<file path="src/capture_pkg.sv">
// Shared constants, types and helpers for the trace capture controller
package capture_pkg;
  localparam int DATA_W = 32;
  localparam int FIFO_DEPTH = 8;
  localparam int STORE_DEPTH = 16;
  localparam int PTR_W = 4;
  localparam int LVL_W = 5;
  localparam int MEM_IDX_W = 10;
  localparam int MEM_PTR_W = 11;
  localparam logic [MEM_PTR_W-1:0] MEM_WORDS = 11'h400;
  localparam logic [DATA_W-1:0] EMPTY_READ = 32'hffffffff;
  localparam logic [LVL_W-1:0] STORE_FULL = 5'h10;
  localparam logic [3:0] FULL_STROBE = 4'hf;
  localparam logic [1:0] OKAY_RESP = 2'h0;

  typedef enum logic [1:0] {
    sram_buffer_variant,
    sram_fifo_variant,
    axi_memory_variant,
    stream_out_variant
  } variant_e;

  typedef enum logic [1:0] {
    circular_capture_mode,
    hw_read_fifo_mode,
    sw_read_fifo_one,
    sw_read_fifo_two
  } mode_e;

  localparam mode_e MODE_AFTER_RESET = circular_capture_mode;

  // Which capture modes a build variant can run
  function automatic logic mode_supported(input variant_e v, input mode_e m);
    case (m)
      circular_capture_mode: mode_supported = 1'b1;
      hw_read_fifo_mode: mode_supported = (v == sram_fifo_variant);
      sw_read_fifo_one: mode_supported = (v != stream_out_variant);
      sw_read_fifo_two: mode_supported = (v == axi_memory_variant);
      default: mode_supported = 1'b0;
    endcase
  endfunction

  // Storage index step with wrap
  function automatic logic [PTR_W-1:0] step_ptr(input logic [PTR_W-1:0] p);
    step_ptr = p + 4'h1;
  endfunction
endpackage

</file>
<file path="src/trace_stream_if.sv">
// Valid/ready word stream between the controller and its staging FIFO
`timescale 1ns/1ps
`default_nettype none
interface trace_stream_if #(parameter int WIDTH = 32);
  logic valid;
  logic ready;
  logic [WIDTH-1:0] data;
  modport source(output valid, output data, input ready);
  modport sink(input valid, input data, output ready);
endinterface
`default_nettype wire
</file>
<file path="src/stage_fifo.sv">
// Parameterised flip-flop FIFO with valid/ready on both sides
`timescale 1ns/1ps
`default_nettype none
module stage_fifo #(
  parameter int WIDTH = 32,
  parameter int DEPTH = 8
) (
  input wire logic clk_sys,        // System clock
  input wire logic reset_n,        // Asynchronous reset, active low
  trace_stream_if.sink fill,       // Filling side
  trace_stream_if.source drain     // Draining side
);
  localparam int AW = $clog2(DEPTH);
  localparam int CW = $clog2(DEPTH + 1);
  localparam logic [AW-1:0] LAST_IDX = AW'(DEPTH - 1);
  localparam logic [CW-1:0] FULL_CNT = CW'(DEPTH);

  logic [WIDTH-1:0] mem [DEPTH];
  logic [AW-1:0] wr_idx;
  logic [AW-1:0] rd_idx;
  logic [CW-1:0] count;
  logic do_push;
  logic do_pop;

  assign fill.ready = (count != FULL_CNT);
  assign drain.valid = (count != '0);
  assign drain.data = mem[rd_idx];
  assign do_push = fill.valid && fill.ready;
  assign do_pop = drain.valid && drain.ready;

  always_ff @(posedge clk_sys) begin
    if (do_push) begin
      mem[wr_idx] <= fill.data;
    end
  end

  always_ff @(posedge clk_sys or negedge reset_n) begin
    if (!reset_n) begin
      wr_idx <= '0;
      rd_idx <= '0;
      count <= '0;
    end else begin
      if (do_push) begin
        wr_idx <= (wr_idx == LAST_IDX) ? '0 : wr_idx + 1'b1;
      end
      if (do_pop) begin
        rd_idx <= (rd_idx == LAST_IDX) ? '0 : rd_idx + 1'b1;
      end
      if (do_push && !do_pop) begin
        count <= count + 1'b1;
      end else if (do_pop && !do_push) begin
        count <= count - 1'b1;
      end
    end
  end
endmodule
`default_nettype wire

</file>
<file path="src/trace_capture.sv">
// Trace capture controller: staging FIFO, capture storage and drain paths
`timescale 1ns/1ps
`default_nettype none
module trace_capture #(
  parameter capture_pkg::variant_e VARIANT = capture_pkg::sram_fifo_variant
) (
  input wire logic clk_sys,                               // System clock, 20 MHz
  input wire logic reset_n,                               // Asynchronous reset, active low
  input wire logic trace_valid,                           // Trace bus word valid
  output logic trace_ready,                               // Trace bus flow control
  input wire logic [capture_pkg::DATA_W-1:0] trace_data,  // Trace bus word
  input wire logic trigger_in,                            // Trigger indication
  input wire logic capture_enable,                        // Capture session enable
  input wire logic stop_on_trigger,                       // End capture on trigger in circular mode
  input wire logic [1:0] mode_select,                     // Requested capture mode
  output logic [1:0] mode_active,                         // Mode in force
  output logic capture_ready,                             // No capture session running
  output logic triggered,                                 // Trigger seen this session
  output logic [capture_pkg::LVL_W-1:0] store_level,      // Words held in the store
  output logic sink_valid,                                // Trace sink word valid
  input wire logic sink_ready,                            // Trace sink ready
  output logic [capture_pkg::DATA_W-1:0] sink_data,       // Trace sink word
  input wire logic rrd_read,                              // RAM read data register read
  output logic [capture_pkg::DATA_W-1:0] ram_read_data_reg, // Read data answer
  output logic rrd_valid,                                 // Read data answer valid
  input wire logic rurp_valid,                            // Debugger read report strobe
  input wire logic [capture_pkg::MEM_IDX_W-1:0] rurp_words, // Words taken from memory
  input wire logic [31:0] mem_base,                       // Trace memory byte base
  output logic [capture_pkg::MEM_PTR_W-1:0] mem_read_ptr, // Memory read pointer
  output logic [capture_pkg::MEM_PTR_W-1:0] mem_write_ptr, // Memory write pointer
  output logic awvalid,                                   // AXI write address valid
  input wire logic awready,                               // AXI write address ready
  output logic [31:0] awaddr,                             // AXI write address
  output logic wvalid,                                    // AXI write data valid
  input wire logic wready,                                // AXI write data ready
  output logic [capture_pkg::DATA_W-1:0] wdata,           // AXI write data
  output logic [3:0] wstrb,                               // AXI write strobes
  output logic wlast,                                     // AXI last beat
  input wire logic bvalid,                                // AXI write response valid
  output logic bready,                                    // AXI write response ready
  input wire logic [1:0] bresp,                           // AXI write response
  output logic tvalid,                                    // Stream word valid
  input wire logic tready,                                // Stream ready
  output logic [capture_pkg::DATA_W-1:0] tdata,           // Stream word
  output logic tlast                                      // Stream last word of drain
);
  typedef enum logic [1:0] {st_idle, st_capture, st_done} state_e;

  trace_stream_if #(.WIDTH(capture_pkg::DATA_W)) in_if ();
  trace_stream_if #(.WIDTH(capture_pkg::DATA_W)) out_if ();

  state_e state;
  capture_pkg::mode_e mode;
  logic cap_en_q;
  logic start;
  logic trig_stop;
  logic [capture_pkg::DATA_W-1:0] store [capture_pkg::STORE_DEPTH];
  logic [capture_pkg::PTR_W-1:0] wr_ptr;
  logic [capture_pkg::PTR_W-1:0] rd_ptr;
  logic [capture_pkg::LVL_W-1:0] level;
  logic full;
  logic empty;
  logic push;
  logic overwrite;
  logic to_sw;
  logic to_sink;
  logic to_axi;
  logic to_axis;
  logic drain_ok;
  logic mem_room;
  logic [capture_pkg::MEM_PTR_W-1:0] mem_fill;
  logic out_valid;
  logic [capture_pkg::DATA_W-1:0] out_data;
  logic out_last;
  logic out_taken;
  logic load;
  logic sw_pop;
  logic pop;
  logic aw_pend;
  logic w_pend;
  logic b_ok;
  logic [capture_pkg::MEM_PTR_W-1:0] wr_slot;

  // Trace bus feeds the staging FIFO; its ready is the source's flow control
  assign in_if.valid = trace_valid;
  assign in_if.data = trace_data;
  assign trace_ready = in_if.ready;

  stage_fifo #(.WIDTH(capture_pkg::DATA_W), .DEPTH(capture_pkg::FIFO_DEPTH)) u_stage (
    .clk_sys(clk_sys),
    .reset_n(reset_n),
    .fill(in_if),
    .drain(out_if)
  );

  assign start = capture_enable && !cap_en_q;
  assign trig_stop = (mode == capture_pkg::circular_capture_mode) && stop_on_trigger && trigger_in;

  always_ff @(posedge clk_sys or negedge reset_n) begin
    if (!reset_n) begin
      cap_en_q <= 1'b0;
    end else begin
      cap_en_q <= capture_enable;
    end
  end

  always_ff @(posedge clk_sys or negedge reset_n) begin
    if (!reset_n) begin
      state <= st_idle;
    end else begin
      case (state)
        st_idle: begin
          if (start) begin
            state <= st_capture;
          end
        end
        st_capture: begin
          // stop on trigger or on disable
          if (!capture_enable || trig_stop) begin
            state <= st_done;
          end
        end
        st_done: begin
          if (start) begin
            state <= st_capture;
          end
        end
        default: state <= st_idle;
      endcase
    end
  end

  // mode taken only when supported and not capturing
  always_ff @(posedge clk_sys or negedge reset_n) begin
    if (!reset_n) begin
      mode <= capture_pkg::MODE_AFTER_RESET;
    end else if (state != st_capture &&
                 capture_pkg::mode_supported(VARIANT, capture_pkg::mode_e'(mode_select))) begin
      mode <= capture_pkg::mode_e'(mode_select);
    end
  end

  always_ff @(posedge clk_sys or negedge reset_n) begin
    if (!reset_n) begin
      triggered <= 1'b0;
    end else if (start) begin
      triggered <= 1'b0;
    end else if (state == st_capture && trigger_in) begin
      triggered <= 1'b1;
    end
  end

  assign full = (level == capture_pkg::STORE_FULL);
  assign empty = (level == '0);

  // circular mode always takes; other modes stall on a full store
  assign out_if.ready = (state != st_capture) ||
                        (mode == capture_pkg::circular_capture_mode) || !full;
  assign push = out_if.valid && out_if.ready && (state == st_capture);
  assign overwrite = push && full;

  // software read destination; buffer variant drains by reads
  assign to_sw = (mode == capture_pkg::sw_read_fifo_one) ||
                 (mode == capture_pkg::circular_capture_mode &&
                  VARIANT == capture_pkg::sram_buffer_variant);
  // sink output only in the FIFO variant
  assign to_sink = !to_sw && (VARIANT == capture_pkg::sram_fifo_variant);
  // AXI memory path in the AXI variant
  assign to_axi = !to_sw && (VARIANT == capture_pkg::axi_memory_variant);
  // stream output in the stream variant
  assign to_axis = (VARIANT == capture_pkg::stream_out_variant);
  // circular drain waits for the end of capture
  assign drain_ok = (mode == capture_pkg::circular_capture_mode) ? (state == st_done) : 1'b1;

  assign mem_fill = mem_write_ptr - mem_read_ptr;
  // Next memory slot, counting a response taken in the same cycle as a load
  assign wr_slot = (bvalid && b_ok) ? mem_write_ptr + 11'h1 : mem_write_ptr;
  // memory used as FIFO must not overflow in mode two
  assign mem_room = (mode != capture_pkg::sw_read_fifo_two) || (mem_fill < capture_pkg::MEM_WORDS);

  assign b_ok = to_axi && out_valid && !aw_pend && !w_pend;
  assign bready = b_ok;
  assign out_taken = to_axi ? (bvalid && b_ok) :
                     to_sink ? sink_ready :
                     to_axis ? tready : 1'b0;
  assign load = drain_ok && !empty && !to_sw && (to_sink || to_axi || to_axis) &&
                (!out_valid || out_taken) && mem_room;
  // register read pops in mode one or after a circular session
  assign sw_pop = to_sw && rrd_read && !empty &&
                  ((mode == capture_pkg::sw_read_fifo_one) || state == st_done);
  assign pop = load || sw_pop;

  always_ff @(posedge clk_sys) begin
    if (push) begin
      store[wr_ptr] <= out_if.data;
    end
  end

  always_ff @(posedge clk_sys or negedge reset_n) begin
    if (!reset_n) begin
      wr_ptr <= '0;
      rd_ptr <= '0;
      level <= '0;
    end else if (start) begin
      wr_ptr <= '0;
      rd_ptr <= '0;
      level <= '0;
    end else begin
      if (push) begin
        wr_ptr <= capture_pkg::step_ptr(wr_ptr);
      end
      // read side skips the overwritten word
      if (pop || overwrite) begin
        rd_ptr <= capture_pkg::step_ptr(rd_ptr);
      end
      if (push && !overwrite && !pop) begin
        level <= level + 5'h1;
      end else if (pop && !push) begin
        level <= level - 5'h1;
      end
    end
  end

  always_ff @(posedge clk_sys or negedge reset_n) begin
    if (!reset_n) begin
      ram_read_data_reg <= '0;
      rrd_valid <= 1'b0;
    end else begin
      rrd_valid <= rrd_read;
      if (rrd_read) begin
        ram_read_data_reg <= empty ? capture_pkg::EMPTY_READ : store[rd_ptr];
      end
    end
  end

  // Output stage shared by sink, stream and AXI paths
  always_ff @(posedge clk_sys or negedge reset_n) begin
    if (!reset_n) begin
      out_valid <= 1'b0;
      out_data <= '0;
      out_last <= 1'b0;
    end else if (load) begin
      out_valid <= 1'b1;
      out_data <= store[rd_ptr];
      out_last <= (level == 5'h1) && (mode == capture_pkg::circular_capture_mode);
    end else if (out_taken) begin
      out_valid <= 1'b0;
    end
  end

  // one single-beat AXI write per word
  always_ff @(posedge clk_sys or negedge reset_n) begin
    if (!reset_n) begin
      aw_pend <= 1'b0;
      w_pend <= 1'b0;
      awaddr <= '0;
    end else if (load && to_axi) begin
      aw_pend <= 1'b1;
      w_pend <= 1'b1;
      awaddr <= mem_base + {20'h0, wr_slot[capture_pkg::MEM_IDX_W-1:0], 2'h0};
    end else begin
      if (aw_pend && awready) begin
        aw_pend <= 1'b0;
      end
      if (w_pend && wready) begin
        w_pend <= 1'b0;
      end
    end
  end

  // device owns the memory pointers; debugger report advances read
  always_ff @(posedge clk_sys or negedge reset_n) begin
    if (!reset_n) begin
      mem_write_ptr <= '0;
      mem_read_ptr <= '0;
    end else if (start) begin
      mem_write_ptr <= '0;
      mem_read_ptr <= '0;
    end else begin
      if (bvalid && b_ok) begin
        mem_write_ptr <= mem_write_ptr + 11'h1;
      end
      if (rurp_valid && mode == capture_pkg::sw_read_fifo_two) begin
        mem_read_ptr <= mem_read_ptr + {1'b0, rurp_words};
      end
    end
  end

  assign awvalid = aw_pend;
  assign wvalid = w_pend;
  assign wdata = out_data;
  assign wstrb = capture_pkg::FULL_STROBE;
  assign wlast = 1'b1;
  assign sink_valid = out_valid && to_sink;
  assign sink_data = out_data;
  assign tvalid = out_valid && to_axis;
  assign tdata = out_data;
  assign tlast = out_last;
  assign mode_active = mode;
  assign capture_ready = (state != st_capture);
  assign store_level = level;
endmodule
`default_nettype wire

</file>
<file path="config.mk">
export PLATFORM = sky130hd
export DESIGN_NAME = trace_capture
export DESIGN_NICKNAME = d
export VERILOG_FILES = /design/src/capture_pkg.sv /design/src/trace_stream_if.sv /design/src/stage_fifo.sv /design/src/trace_capture.sv
export SDC_FILE = /design/constraint.sdc
export NUM_CORES = 1
export LEC_CHECK = 0
export ABC_CLOCK_PERIOD_IN_PS = 7400
export BUFFER_PORTS_ARGS = -buffer_cell sky130_fd_sc_hd__buf_4
export CAP_MARGIN = 20
export CORE_ASPECT_RATIO = 0.7
export CORE_MARGIN = 4
export CORE_UTILIZATION = 40
export CTS_CLUSTER_SIZE = 10
export DETAILED_ROUTE_END_ITERATION = 8
export HOLD_SLACK_MARGIN = 0.03
export PLACE_DENSITY = 0.58
export RECOVER_POWER = 25
export SYNTH_ARGS = -nofsm -noshare
export SYNTH_HDL_FRONTEND = slang
export SYNTH_SLANG_ARGS = --single-unit
</file>
<file path="constraint.sdc">
create_clock -name clk_sys -period 7.4 [get_ports clk_sys]
set_input_delay 0.74 -clock clk_sys [delete_from_list [all_inputs] [get_ports clk_sys]]
set_output_delay 0.74 -clock clk_sys [all_outputs]
set_load 0.01 [all_outputs]
</file>
==> flow_summary.yaml <==
routing:
  post_drt_wl_per_cell_um: 24.5
  ant_nets: 0
  via_density_per_instance: 5.43
  drt-total-wl_mm: 81.8
  drtIter0Drc: 1929
  router_iterations_before_antenna_repair: 5
  routed-via-count: 18100
  detail_route.drc_violations: 0
clock_network:
  cts_setup_buffers: 0
  clock-root-buffer: "sky130_fd_sc_hd__clkbuf_16"
  cts-buffers-inserted: 97
  ctsHoldBuffers: 0
  cts_resized: 0
  clkTransAtPathRegs_ns: 0.06
  tritoncts_clock_tree: "done"
  cts_buffer_depth: 3
  cts.htree.levels: 3
  clock_insertion_delay_worst_skew_ns: 0.66
  cts.sink_count: 875
placed_design:
  io_buffer_count: 204
  gp_congestion: 0.771
  place_inst: 3166
  dp_hpwl_mm: 44.6
finish:
  filler_cell_count: 7439
  finish.cell_count_without_fillers: 3333
  layout-drive-gt1-share: 0.209
  final_cell_mix: "sky130_fd_sc_hd__edfxtp_1, sky130_fd_sc_hd__clkbuf_1, sky130_fd_sc_hd__mux4_2"
  final_nets: 2237
  reg_top3: "store x512, u_stage.mem x256"
  regMostFlops: "store"
  largest_reg_flops: 512
  most_common_cell_after_layout_fill_and_taps_aside: "sky130_fd_sc_hd__edfxtp_1"
  area_delta_synth_final_pct: 13.0
floorplanning:
  die_width_um: 363
  coreArea_mm2: 0.0867
  dieHeight_um: 256
  core.rowCount: 90
  floorplan.initialDensity: 0.406
  floorplan.die_area_mm2: 0.0929
  top_level_ports: 295
setup_path:
  beginning_of_the_worst_register_to_register_path: "rd_ptr[1]$_DFFE_PN0P_"
  cp_cell_sequence: "buf_4 > and2_1 > buf_4 > a221oi_1 > o21ai_0 > nand2_1 > o22a_1"
  crit_arrival_ns: 4.85
  critPathSlowestCell: "sky130_fd_sc_hd__buf_4"
  crit_top_cell: "sky130_fd_sc_hd__buf_4"
  timing_worst_setup_path_type: "flop to flop"
  critPathLaunchType: "flop"
  critPathCaptureType: "flop"
  cp-startpoint: "rd_ptr[1]$_DFFE_PN0P_"
  worst_path_largest_cell_delay_ns: 0.83
  critPathRequiredTime_ns: 7.93
  crit_path_max_fanout: 53
synth:
  synth.ff_latch_count: 875
  yosys-mux-area-fraction: 0.133
  synth_top_family_by_area: "multiplexers"
  synthSimpleGateAreaFrac: 0.0282
  avgSynthCellArea_um2: 18.2
  ys_seq_area_frac: 0.731
  synth-edff-count: 768
  synth-async-reset-ratio: 0.122
  synth-compound-area-share: 0.0528
  synth.area.top_cells: "sky130_fd_sc_hd__edfxtp_1, sky130_fd_sc_hd__mux4_2, sky130_fd_sc_hd__dfrtp_1, sky130_fd_sc_hd__mux2i_1, sky130_fd_sc_hd__buf_4"
  post_synth_adder_cell_area: 0.0104
  synthDominantCellAreaShare: 0.655
  yosys_warnings: 0
  ys_dominant_reg_cell: "sky130_fd_sc_hd__edfxtp_1"
  yosysUniqueCellTypes: 61
  synth_xor_area_frac: 0.00323
  cells_after_synthesis: 1936
  syn_area_mm2: 0.0352
  synth_top_cell_by_area: "sky130_fd_sc_hd__edfxtp_1"
power_and_ir_drop:
  power_frac_clock: 0.272
  p_leak_uw: 0.0132
  internal_power_uw: 10900
  netSwitchingPower_uw: 4890
  combinational_power_share: 0.281
  vdd_ir_drop_max_mv: 0.287
  switching_share: 0.310
  pwr_density_cell_mw_per_mm2: 396
  power.sequential.fraction: 0.448
sta:
  max_clk_rate_ghz: 0.232
  rsz0062_at_grt: "false"
  skew_ns: 0.0247
  finalHoldViolCount: 0
  timing.slew.headroom: -1.53
  layout_min_cycle_time_ns: 4.32
  timing.final.max_slew_violations: 93
  final.period_utilization: 0.584
  setup_total_negative_slack_ns: 0
  final-setup-viol-count: 0
  tightest_slew_ns: 3.79
status:
  failed_checks: "capacitance limit, slew limit"
  status: "complete, but fails checks"
grt:
  maximum_number_of_pins_on_one_net_before_global_route_repair: 89
  wire_length_of_the_first_global_routing_pass_mm: 121
  grt_antenna_before_repair: 4
  grt_pass1_vias: 18400
  grtUsageTotal: 0.175
  globalRouteOverflowTotal: 0
hold_path:
  timing.hold.worst.start: "capture_enable"
  holdCritPathClass: "primary input to flop"
flow_run:
  maxCapViolations: 2
## final timing paths
kind / to / slack [ns] / depth (start not counted)
worst min register to register: ram_read_data_reg[18]$_DFFE_PN0P_ / 0.50 / 1
worst max register to register: ram_read_data_reg[3]$_DFFE_PN0P_ / 3.08 / 7
worst min-delay path: cap_en_q$_DFF_PN0_ / 0.33 / 1
max in group asynchronous: rd_ptr[0]$_DFFE_PN0P_ / 3.33 / 1
worst max-delay path: ram_read_data_reg[3]$_DFFE_PN0P_ / 3.08 / 7
min in group asynchronous: mem_read_ptr[1]$_DFFE_PN0P_ / 1.40 / 1
## synth_stat cells, types with 4 or more instances
cell type	instances
sky130_fd_sc_hd__a21o_1	6
sky130_fd_sc_hd__a21oi_1	49
sky130_fd_sc_hd__a221oi_1	32
sky130_fd_sc_hd__a22oi_1	34
sky130_fd_sc_hd__a31oi_1	35
sky130_fd_sc_hd__and2_1	7
sky130_fd_sc_hd__and3_1	5
sky130_fd_sc_hd__buf_1	4
sky130_fd_sc_hd__buf_2	24
sky130_fd_sc_hd__buf_4	133
sky130_fd_sc_hd__clkbuf_1	45
sky130_fd_sc_hd__dfrtp_1	107
sky130_fd_sc_hd__edfxtp_1	768
sky130_fd_sc_hd__ha_1	26
sky130_fd_sc_hd__inv_1	19
sky130_fd_sc_hd__mux2_2	71
sky130_fd_sc_hd__mux2i_1	101
sky130_fd_sc_hd__mux4_2	128
sky130_fd_sc_hd__nand2_1	66
sky130_fd_sc_hd__nand2b_1	8
sky130_fd_sc_hd__nand3_1	10
sky130_fd_sc_hd__nor2_1	70
sky130_fd_sc_hd__nor3_1	18
sky130_fd_sc_hd__nor4_1	5
sky130_fd_sc_hd__o21ai_0	66
sky130_fd_sc_hd__o21ai_1	6
sky130_fd_sc_hd__o22a_1	32
sky130_fd_sc_hd__xnor2_1	8
sky130_fd_sc_hd__xor2_1	5
## layer usage
metal  GRT usage  vias to the layer above  routed length, um
met1       0.261                     9476              37900
li1            -                     7916                  -
met4      0.0410                        2               1500
met2       0.267                      590              37100
met5           0                        -                  7
met3      0.0327                      119               5240
## cells by family (layout without fill, tap and decap cells)
| family | count (synthesis) | in the layout |
|---|---|---|
| DFF | 875 | 875 |
| muxes | 300 | 300 |
| AOI/OAI and AO/OA | 279 | 279 |
| buffers and inverters | 230 | 425 |
| and+or+nand+nor | 209 | 209 |
| adders and majority gates | 28 | 28 |
| xor gates and xnor gates | 13 | 13 |
| other | 2 | 54 |
## critical path: cells and delay by family, from the launching register on
family	cells	cell delay (ns)
and+or+nand+nor	2	0.95
buffers and inverters	2	1.31
DFF	1	0.69
AOI/OAI and AO/OA	3	1.18
## stage by stage
step | area, um^2 | hold WS, ns | utilization | total power [uW] | setup WS, ns
2_1_floorplan | 35400 | 0.444 | - | 10300 | 2.76
3_3_place_gp | 37400 | 0.479 | 0.432 | 11600 | 3.18
3_5_place_dp | 37400 | 0.489 | 0.432 | 11800 | 3.12
4_1_cts | 40200 | 0.200 | 0.464 | 16100 | 3.11
5_1_grt | 39800 | 0.291 | 0.459 | 16500 | 2.55
6_report | 39800 | 0.332 | 0.459 | 15800 | 3.08
## power groups by stage
| stage | sequential (uW) | combinational [uW] | clock [uW] |
|---|---|---|---|
| floorplan | 7110 | 3150 | 0 |
| global placement | 7120 | 4520 | 0 |
| detailed placement | 7160 | 4650 | 0 |
| CTS | 7070 | 4660 | 4390 |
| global route | 7120 | 4820 | 4610 |
| finish | 7050 | 4420 | 4290 |
## area by class of cell
cell class | instances | area [um^2] | share of cell area
clock buffers | 157 | 2680 | 0.0675
repair buffers | 243 | 1390 | 0.0349
multi-input cells | 881 | 8360 | 0.210
clock inverters | 5 | 80.1 | 0.00201
flip-flops and latches | 875 | 25800 | 0.647
well taps | 1150 | 1440 | 0.0362
inverters | 20 | 75.1 | 0.00189
diodes | 2 | 5.00 | 0.000126
(Power assumes the default switching activity.)
